## config.mk

```make
export PLATFORM = sky130hd
export DESIGN_NAME = sfp_device_flat
export DESIGN_NICKNAME = d
export VERILOG_FILES = /design/src/rtl/sfp_pkg.sv /design/src/rtl/sfp_spi_if.sv /design/src/rtl/sfp_sync.sv /design/src/rtl/sfp_device.sv /design/src/flat_wrapper.sv
export SDC_FILE = /design/constraint.sdc
export NUM_CORES = 1
export LEC_CHECK = 0
export BUFFER_PORTS_ARGS = -buffer_cell sky130_fd_sc_hd__buf_2
export CAP_MARGIN = 10
export CORE_MARGIN = 2
export CORE_UTILIZATION = 30
export DETAILED_ROUTE_END_ITERATION = 10
export HOLD_SLACK_MARGIN = 0.03
export REMOVE_ABC_BUFFERS = 1
export SKIP_CTS_REPAIR_TIMING = 1
export SLEW_MARGIN = 10
export SYNTH_ARGS = -nofsm -noshare
export SYNTH_HDL_FRONTEND = slang
export SYNTH_SLANG_ARGS = --single-unit
```

## constraint.sdc

```tcl
create_clock -name i_clk_sys -period 4.8 [get_ports i_clk_sys]
set_input_delay 0.48 -clock i_clk_sys [delete_from_list [all_inputs] [get_ports i_clk_sys]]
set_output_delay 0.48 -clock i_clk_sys [all_outputs]
set_load 0.01 [all_outputs]
```

## src/rtl/sfp_pkg.sv

```systemverilog
// Constants shared by the flash status/protect/ident device and its host.
// Assumes both ends run on i_clk_sys and see the SPI pins through the interface.
// Operation
// RL1: Ident sends 3 id, length, 16 custom bytes
// RL2: First block byte reports length 10h
// RL3: Custom bytes read-only, default all 00h
// RL4: Ident ignored while a cycle runs
// RL5: Select high ends ident; output released
// RL6: Select high returns device to standby
// RL7: Status readable anytime, repeats while selected
// RL8: Host polls busy before new instruction
// RL9: Busy flag set during write cycles
// RL10: Latch clear rejects all write instructions
// RL11: Guard bits nonvolatile, set by status-write
// RL12: Chip wipe only with all guards zero
// RL13: Locked and pin low makes status read-only
// RL14: Host arms latch, sends opcode plus byte
// RL15: Bits b6,b5,b1,b0 untouched; b6,b5 read zero
// RL16: Select must rise right after data byte
// RL17: Valid status-write starts timed busy cycle
// RL18: Lock clear allows write whatever pin level
// RL19: Lock set, pin high still allows write
// RL20: Hardware lock entered either order, pin exit
// RL21: Arm sets latch; disarm and writes clear
// RL22: Bits MSB first, sampled on rising clock
// RL23: Write commands need whole-byte clock count
// RL24: Fixed one-byte opcodes shared by both ends
package sfp_pkg;
	localparam logic [7:0] SFP_OP_WRITE_ARM = 8'h06;
	localparam logic [7:0] SFP_OP_WRITE_DISARM = 8'h04;
	localparam logic [7:0] SFP_OP_READ_IDENT = 8'h9f;
	localparam logic [7:0] SFP_OP_STATUS_READ = 8'h05;
	localparam logic [7:0] SFP_OP_STATUS_WRITE = 8'h01;
	localparam logic [7:0] SFP_OP_PAGE_PROGRAM = 8'h02;
	localparam logic [7:0] SFP_OP_REGION_WIPE = 8'hd8;
	localparam logic [7:0] SFP_OP_CHIP_WIPE = 8'hc7;
	localparam int SFP_BUSY_BIT = 0;
	localparam int SFP_WEL_BIT = 1;
	localparam int SFP_GUARD_LO = 2;
	localparam int SFP_GUARD_HI = 4;
	localparam int SFP_LOCK_BIT = 7;
	localparam logic [7:0] SFP_STATUS_WR_MASK = 8'h9c;
	localparam logic [7:0] SFP_CUSTOM_LEN = 8'h10;
	localparam logic [7:0] SFP_CUSTOM_DEFAULT = 8'h00;
	localparam int SFP_CUSTOM_BYTES = 16;
	localparam int SFP_IDENT_BYTES = 3 + 1 + SFP_CUSTOM_BYTES;
	// Status update time in ns; the cycle count follows from the clock period
	localparam int SFP_CLK_PERIOD_NS = 100;
	localparam int SFP_T_STATUS_UPDATE_NS = 15000;
	localparam int SFP_STATUS_UPDATE_CYC = (SFP_T_STATUS_UPDATE_NS + SFP_CLK_PERIOD_NS - 1) / SFP_CLK_PERIOD_NS;
	localparam int SFP_PROGRAM_CYC = 64;
	localparam int SFP_ERASE_CYC = 256;
	// Host divider: half period of the link clock in system cycles
	localparam int SFP_SCK_HALF = 4;
	// Avalon register offsets (word addresses)
	localparam logic [1:0] SFP_REG_CMD = 2'h0;
	localparam logic [1:0] SFP_REG_WDATA = 2'h1;
	localparam logic [1:0] SFP_REG_STAT = 2'h2;
	localparam logic [1:0] SFP_REG_RDATA = 2'h3;
endpackage

```

## src/rtl/sfp_spi_if.sv

```systemverilog
// SPI pins between the flash device end and the host end.
// Assumes the bench supplies i_clk_sys.
`timescale 1ns/1ps
interface sfp_spi_if;
	logic sel_n;
	logic sck;
	logic mosi;
	logic miso;
	logic miso_oe;
	logic protect_n;
	logic miso_wire;
	assign miso_wire = miso_oe ? miso : 1'b1;
	modport dev(input sel_n, input sck, input mosi, input protect_n, output miso, output miso_oe);
	modport host(output sel_n, output sck, output mosi, input miso_wire);
endinterface

```

## src/rtl/sfp_sync.sv

```systemverilog
// Two-flop synchroniser for pins arriving from outside the system clock.
// Assumes a single system clock.
`timescale 1ns/1ps
module sfp_sync #(
	parameter logic RESET_VAL = 1'b0
) (
	input wire logic i_clk_sys,
	input wire logic i_rst,
	input wire logic i_async,
	output logic o_sync
);
	logic stage1;
	always_ff @(posedge i_clk_sys) begin
		if (i_rst) begin
			stage1 <= RESET_VAL;
			o_sync <= RESET_VAL;
		end else begin
			stage1 <= i_async;
			o_sync <= stage1;
		end
	end
endmodule

```

## src/rtl/sfp_device.sv

```systemverilog
// Serial flash status, protection and identification logic.
// Assumes the link clock is far slower than i_clk_sys, so sampled edges are seen.
//
// The Avalon-MM interface to the registers and the address map were left to the implementer.
`timescale 1ns/1ps
module sfp_device
	import sfp_pkg::*;
#(
	parameter int STATUS_UPDATE_CYC = SFP_STATUS_UPDATE_CYC,
	parameter logic [23:0] IDENT_CODE = 24'ha5c3e1
) (
	input wire logic i_clk_sys,
	input wire logic i_rst,
	sfp_spi_if.dev spi,
	input wire logic [8*SFP_CUSTOM_BYTES-1:0] i_custom_bytes,
	input wire logic i_custom_loaded,
	output logic [7:0] o_status,
	output logic o_hw_lock_mode
);
	// IDENT_CODE default is arbitrary
	typedef enum logic [3:0] {
		SFP_ST_IDLE = 4'b0001,
		SFP_ST_OPCODE = 4'b0010,
		SFP_ST_DATA = 4'b0100,
		SFP_ST_SINK = 4'b1000
	} sfp_dev_state_t;

	logic sel_n_s, sck_s, mosi_s, prot_n_s, sck_d, sel_d;
	sfp_sync #(.RESET_VAL(1'b1)) u_sel (.i_clk_sys(i_clk_sys), .i_rst(i_rst), .i_async(spi.sel_n), .o_sync(sel_n_s));
	sfp_sync #(.RESET_VAL(1'b0)) u_sck (.i_clk_sys(i_clk_sys), .i_rst(i_rst), .i_async(spi.sck), .o_sync(sck_s));
	sfp_sync #(.RESET_VAL(1'b0)) u_mosi (.i_clk_sys(i_clk_sys), .i_rst(i_rst), .i_async(spi.mosi), .o_sync(mosi_s));
	sfp_sync #(.RESET_VAL(1'b1)) u_prot (.i_clk_sys(i_clk_sys), .i_rst(i_rst), .i_async(spi.protect_n),
		.o_sync(prot_n_s));

	logic sck_rise, sck_fall, sel_rise;
	assign sck_rise = !sel_n_s && sck_s && !sck_d; // RL22
	assign sck_fall = !sel_n_s && !sck_s && sck_d;
	assign sel_rise = sel_n_s && !sel_d;

	sfp_dev_state_t state;
	logic [7:0] shift_in, opcode, wr_byte, out_byte, status_snap;
	logic [2:0] bit_cnt;
	logic [5:0] byte_cnt;
	logic whole_byte, wr_got_byte, extra_bits;
	logic busy, write_enable_latch, lock;
	logic [2:0] guard;
	logic [31:0] busy_cnt;
	logic [8*SFP_CUSTOM_BYTES-1:0] custom;

	assign o_hw_lock_mode = lock && !prot_n_s; // RL20
	assign o_status = {lock, 2'b00, guard, write_enable_latch, busy}; // RL15
	assign whole_byte = (bit_cnt == 3'h0); // RL23

	// Pin sampling edges
	always_ff @(posedge i_clk_sys) begin
		if (i_rst) begin
			sck_d <= 1'b0;
			sel_d <= 1'b1;
		end else begin
			sck_d <= sck_s;
			sel_d <= sel_n_s;
		end
	end

	// Shift-in, bit and byte counters, frame state
	always_ff @(posedge i_clk_sys) begin
		if (i_rst) begin
			state <= SFP_ST_IDLE;
			shift_in <= 8'h00;
			opcode <= 8'h00;
			wr_byte <= 8'h00;
			bit_cnt <= 3'h0;
			byte_cnt <= 6'h00;
			wr_got_byte <= 1'b0;
			extra_bits <= 1'b0;
		end else if (sel_n_s) begin
			state <= SFP_ST_IDLE; // RL6
			bit_cnt <= 3'h0;
			byte_cnt <= 6'h00;
		end else begin
			if (state == SFP_ST_IDLE) begin
				state <= SFP_ST_OPCODE;
				wr_got_byte <= 1'b0;
				extra_bits <= 1'b0;
			end
			if (sck_rise) begin
				shift_in <= {shift_in[6:0], mosi_s}; // RL22
				bit_cnt <= bit_cnt + 3'h1;
				if (state != SFP_ST_OPCODE && wr_got_byte) begin
					extra_bits <= 1'b1; // RL16
				end
				if (bit_cnt == 3'h7) begin
					byte_cnt <= byte_cnt + 6'h01;
					if (state == SFP_ST_OPCODE) begin
						opcode <= {shift_in[6:0], mosi_s}; // RL24
						// RL4
						state <= (busy && {shift_in[6:0], mosi_s} != SFP_OP_STATUS_READ) ? SFP_ST_SINK : SFP_ST_DATA;
					end else if (!wr_got_byte) begin
						wr_byte <= {shift_in[6:0], mosi_s};
						wr_got_byte <= 1'b1;
					end
				end
			end
		end
	end

	// Ident byte positions, counted from the opcode byte
	localparam logic [5:0] ID_LEN_POS = 6'(SFP_IDENT_BYTES - SFP_CUSTOM_BYTES);
	localparam logic [5:0] ID_LAST_POS = 6'(SFP_IDENT_BYTES);

	// Output byte selection for ident and status reads
	always_comb begin
		out_byte = 8'h00;
		if (opcode == SFP_OP_STATUS_READ) begin
			// First bit live, the rest from the copy taken with it
			out_byte = (bit_cnt == 3'h0) ? o_status : status_snap; // RL7
		end else if (byte_cnt < ID_LEN_POS) begin
			case (byte_cnt)
				6'd1: out_byte = IDENT_CODE[23:16];
				6'd2: out_byte = IDENT_CODE[15:8];
				default: out_byte = IDENT_CODE[7:0];
			endcase
		end else if (byte_cnt == ID_LEN_POS) begin
			out_byte = SFP_CUSTOM_LEN; // RL2
		end else if (byte_cnt <= ID_LAST_POS) begin
			// Custom byte 0 sits in the top bits of the vector
			out_byte = custom[8*(SFP_IDENT_BYTES - int'(byte_cnt)) +: 8]; // RL1
		end
	end

	// Status frozen at its first bit, so a cycle ending mid-byte never splits it
	always_ff @(posedge i_clk_sys) begin
		if (i_rst) begin
			status_snap <= 8'h00;
		end else if (sck_fall && bit_cnt == 3'h0) begin
			status_snap <= o_status; // RL7
		end
	end

	// Serial output, changes on falling link clock
	always_ff @(posedge i_clk_sys) begin
		if (i_rst || sel_n_s) begin
			spi.miso <= 1'b0;
			spi.miso_oe <= 1'b0; // RL5
		end else if (sck_fall && state == SFP_ST_DATA && byte_cnt != 6'h00 &&
				(opcode == SFP_OP_STATUS_READ || opcode == SFP_OP_READ_IDENT)) begin
			spi.miso <= out_byte[3'h7 - bit_cnt]; // RL1
			spi.miso_oe <= 1'b1;
		end
	end

	// Custom bytes load from i_custom_bytes while i_custom_loaded is high and not busy; no write path from the link
	always_ff @(posedge i_clk_sys) begin
		if (i_rst) begin
			custom <= {SFP_CUSTOM_BYTES{SFP_CUSTOM_DEFAULT}}; // RL3
		end else if (i_custom_loaded && !busy) begin
			custom <= i_custom_bytes; // RL3
		end
	end

	// Latch, guard bits, lock bit and the self-timed cycle
	always_ff @(posedge i_clk_sys) begin
		if (i_rst) begin
			write_enable_latch <= 1'b0; // RL21
			busy <= 1'b0;
			busy_cnt <= 32'h0;
			guard <= 3'h0; // RL11
			lock <= 1'b0; // RL18
		end else if (busy) begin
			if (busy_cnt <= 32'h1) begin
				busy <= 1'b0; // RL9
				write_enable_latch <= 1'b0; // RL17
			end else begin
				busy_cnt <= busy_cnt - 32'h1;
			end
		end else if (sel_rise && state == SFP_ST_DATA && whole_byte) begin // RL23
			case (opcode)
				SFP_OP_WRITE_ARM: begin
					// A malformed arm is rejected, it does not disarm
					if (byte_cnt == 6'h01) begin
						write_enable_latch <= 1'b1; // RL21
					end
				end
				SFP_OP_WRITE_DISARM: if (byte_cnt == 6'h01) write_enable_latch <= 1'b0; // RL21
				SFP_OP_STATUS_WRITE: begin
					// RL10 RL13 RL16 RL19
					if (write_enable_latch && !o_hw_lock_mode && wr_got_byte && !extra_bits) begin
						lock <= wr_byte[SFP_LOCK_BIT]; // RL11
						guard <= wr_byte[SFP_GUARD_HI:SFP_GUARD_LO]; // RL11
						busy <= 1'b1; // RL17
						busy_cnt <= 32'(STATUS_UPDATE_CYC);
					end
				end
				SFP_OP_CHIP_WIPE: begin
					if (write_enable_latch && byte_cnt == 6'h01) begin
						if (guard == 3'h0) begin // RL12
							busy <= 1'b1;
							busy_cnt <= 32'(SFP_ERASE_CYC);
						end else begin
							write_enable_latch <= 1'b0;
						end
					end
				end
				SFP_OP_PAGE_PROGRAM, SFP_OP_REGION_WIPE: begin
					// Array guarding by region is outside this block; any set guard bit rejects the command, else only the busy timing is modelled
					if (write_enable_latch && byte_cnt >= 6'h04 && guard == 3'h0) begin // RL11
						busy <= 1'b1;
						busy_cnt <= 32'(opcode == SFP_OP_PAGE_PROGRAM ? SFP_PROGRAM_CYC : SFP_ERASE_CYC);
					end else begin
						write_enable_latch <= 1'b0;
					end
				end
				default: write_enable_latch <= write_enable_latch;
			endcase
		end
	end
endmodule

```

## src/flat_wrapper.sv

```systemverilog
// flat-port wrapper written by rule: the top's interface ports become plain ports
module sfp_device_flat import sfp_pkg::*;
#(
	parameter int STATUS_UPDATE_CYC = SFP_STATUS_UPDATE_CYC,
	parameter logic [23:0] IDENT_CODE = 24'ha5c3e1
)
  (i_clk_sys, i_rst, i_custom_bytes, i_custom_loaded, o_status, o_hw_lock_mode, spi_sel_n, spi_sck, spi_mosi, spi_protect_n, spi_miso, spi_miso_oe);
  sfp_spi_if spi_i ();
  input wire logic i_clk_sys;
  input wire logic i_rst;
  input wire logic [8*SFP_CUSTOM_BYTES-1:0] i_custom_bytes;
  input wire logic i_custom_loaded;
  output logic [7:0] o_status;
  output logic o_hw_lock_mode;
  input wire logic [$bits(spi_i.sel_n)-1:0] spi_sel_n;
  input wire logic [$bits(spi_i.sck)-1:0] spi_sck;
  input wire logic [$bits(spi_i.mosi)-1:0] spi_mosi;
  input wire logic [$bits(spi_i.protect_n)-1:0] spi_protect_n;
  output wire logic [$bits(spi_i.miso)-1:0] spi_miso;
  output wire logic [$bits(spi_i.miso_oe)-1:0] spi_miso_oe;
  assign spi_i.sel_n = spi_sel_n;
  assign spi_i.sck = spi_sck;
  assign spi_i.mosi = spi_mosi;
  assign spi_i.protect_n = spi_protect_n;
  assign spi_miso = spi_i.miso;
  assign spi_miso_oe = spi_i.miso_oe;
  sfp_device #(.STATUS_UPDATE_CYC(STATUS_UPDATE_CYC), .IDENT_CODE(IDENT_CODE)) u_core (.i_clk_sys(i_clk_sys), .i_rst(i_rst), .spi(spi_i), .i_custom_bytes(i_custom_bytes), .i_custom_loaded(i_custom_loaded), .o_status(o_status), .o_hw_lock_mode(o_hw_lock_mode));
endmodule
```

==> out/metrics.cfg <==
[timing]
maxSlewViolCount = 0
slew-limit-headroom_pct = 34.8
worst_pin_slew_ns = 0.978
period_minus_slack_ns = 3.34
final-setup-viol-count = 0
timing_hold_violations_final = 0
tns_ns = 0
rsz0062_at_grt = false
finClkSkew_ns = 0.0173
fin_crit_sh_pct = 69.7
max_clock_freq_mhz = 299

[final_layout]
drive_gt1_share_pct = 20.0
post-route-util_pct = 36.3
final_cell_count_no_fill = 1734
layout_commonest_cell = nand2_1
area_delta_synth_final_pct = 19.3
final_cell_mix = 304 x nand2_1, 217 x dfxtp_1, 171 x a21oi_1, 142 x buf_2, 71 x nor2_1
antennaDiodeCount = 0
layout.nets = 1421

[setup_path]
path_buf_inv = 1
worstPathCellList = buf_4 > o21ai_0 > xor2_2 > mux2i_1 > or3b_2 > nand4_1 > o21ai_0 > a41oi_1
startpoint_type = flop
worst_path_max_delay_cell = xor2_2
critical_path_required_ns = 5.23
critPathArrivalTime_ns = 3.78
reg2reg_from = u_core.byte_cnt[0]$_SDFFE_PP0P_
critPathMostFrequentCell = o21ai_0
criticalPathCategory = reg2reg
cp_max_fo = 22
worstSetupEndpointType = flop
critPathLaunch = u_core.byte_cnt[0]$_SDFFE_PP0P_
worst_path_dominant_cell_family = XOR/XNOR gates
max_stage_delay_ns = 0.75

[floorplanning]
die_w_um = 186
ios = 146
dieHeight_um = 186
core-area_sq_um = 32500
num_rows = 66
start_util_pct = 30.5
die_area_sq_um = 34500

[global_route]
grt_pass1_wl_um = 42100
grt.overflow.total = 0
grt_max_degree = 92
grt_usage_pct = 15.1
grt_pass1_vias = 8139
antenna_found_initial = 0

[drt]
wirelength_um = 26500
vias = 8556
viasPerCell = 4.93
drc = 0
dr.pass1.iters = 4
first_iter_violations = 481
final_antenna_net_count = 0
wl_per_cell_um = 15.3

[synth]
synthArstFlopShare_pct = 0
syn-instance-count = 1176
ys_ff_latch = 218
synth_cell_types = 60
seq_area_frac_synth_pct = 44.0
synth.avg_cell_area_sq_um = 8.43
yosysWarnings = 0
synthesis.area_sq_um = 9910
synthFlopType = dfxtp_1
synth_edf_count = 0

[flow_run]
max-cap-violations = 0

[clock_tree]
path_clk_slew_ns = 0.06
tritoncts = built
cts.htree.levels = 1
cts_buffers = 24
root_buffer = clkbuf_16
insertion_delay_ns = 0.52
clockBufferDepth = 3
clkSinkCount = 218

[power]
p_per_area_nw_per_um2 = 345
netSwitchingFraction_pct = 22.0
power_frac_clock_pct = 47.1
vdd.ir_drop.worst_uv = 218
p_comb_share_pct = 6.0
p_int_uw = 3180
sequentialPowerShare_pct = 46.9
power_leakage_uw = 0.00460
p_total_uw = 4080
p_switching_uw = 899

[hold_path]
holdCritPathClass = in2reg
hp-start = spi_sel_n

[place]
io_buffers = 143
finalWeightedCongestion = 0.858
dp_hpwl_um = 18800
post-place-cells = 1693

[status]
outcome = finished clean

==> kinds of logic after synthesis <==
logic type / share of synthesized area (%)
flip-flops: 44.0
XOR/XNOR: 1.86
AO/OA/AOI/OAI: 14.3
adder cells (fa/ha/maj): 1.14
AND/OR/NAND/NOR: 23.1
buffers and inverters: 4.13
other: 0.0378
multiplexers: 11.4
==> state kept, by name, indices dropped and copies added (netlist names), 3 cells and up, named ones only <==
register,cells
u_core.bit_cnt,3
u_core.busy_cnt,32
u_core.byte_cnt,6
u_core.custom,128
u_core.guard,3
u_core.opcode,8
u_core.shift_in,7
u_core.state,3
u_core.status_snap,6
u_core.wr_byte,4
==> synthesized netlist by cell type, drive strengths merged, types with 3 or more instances <==
cell type	instances	area, sq um
nand2	305	1140
dfxtp	218	4360
a21oi	171	856
nor2	71	267
clkbuf	65	244
mux4	35	788
mux2i	31	310
nand3	30	150
buf	21	124
nor3	20	100
o21ai	20	100
or3	15	93.8
xnor2	15	131
nor2b	12	75.1
nor4	12	87.6
inv	11	41.3
or4	11	86.3
o31ai	10	75.1
a211oi	9	72.6
ha	9	113
a2111oi	7	67.6
nand2b	7	43.8
or2	7	43.8
a31oi	6	37.5
nand4	6	37.5
xor2	6	52.6
and3	5	31.3
o41ai	5	62.6
nand3b	4	30.0
mux2	3	33.8
o211ai	3	22.5
or3b	3	26.3
==> layout make-up <==
cell class | count | area [sq um]
Fill cell | 3449 | 20700
Clock buffer | 33 | 716
Clock inverter | 8 | 119
Sequential cell | 218 | 4370
Tap cell | 442 | 553
Inverter | 11 | 41.3
Multi-Input combinational cell | 862 | 5170
Timing Repair Buffer | 160 | 862
==> metrics by stage <==
stage	hold WS [ns]	cell area [sq um]	setup slack [ns]
2_1_floorplan	0.389	9550	-0.190
5_1_grt	0.135	11800	1.10
6_report	0.149	11800	1.46
4_1_cts	0.129	11800	1.38
3_5_place_dp	0.402	11000	1.43
3_3_place_gp	0.401	11000	1.52
==> metal layers <==
metal,vias up,share of wire (%),GRT usage [%]
met2,207,46,24.7
met1,4031,46,20.9
met4,0,2.0,3.72
li1,4286,-,-
met5,-,0,0
met3,32,5.5,2.29
==> final timing paths <==
kind | to | slack, ns | cells past startpoint
worst min-delay path | u_core.u_sel.stage1$_SDFF_PP1_ | 0.15 | 2
worst max-delay path | u_core.spi.miso$_SDFFE_PP0P_ | 1.46 | 8
worst min register to register | u_core.u_sel.o_sync$_SDFF_PP1_ | 0.41 | 1
worst max register to register | u_core.spi.miso$_SDFFE_PP0P_ | 1.46 | 8
==> power groups by stage <==
stage	clock [uW]	sequential, uW	combinational, uW
2_1_floorplan	0	1940	131
3_3_place_gp	0	1950	243
3_5_place_dp	0	1950	246
4_1_cts	1960	1910	246
5_1_grt	2040	1920	274
6_report	1920	1910	244
No activity file was read; power rests on OpenSTA's default activity.
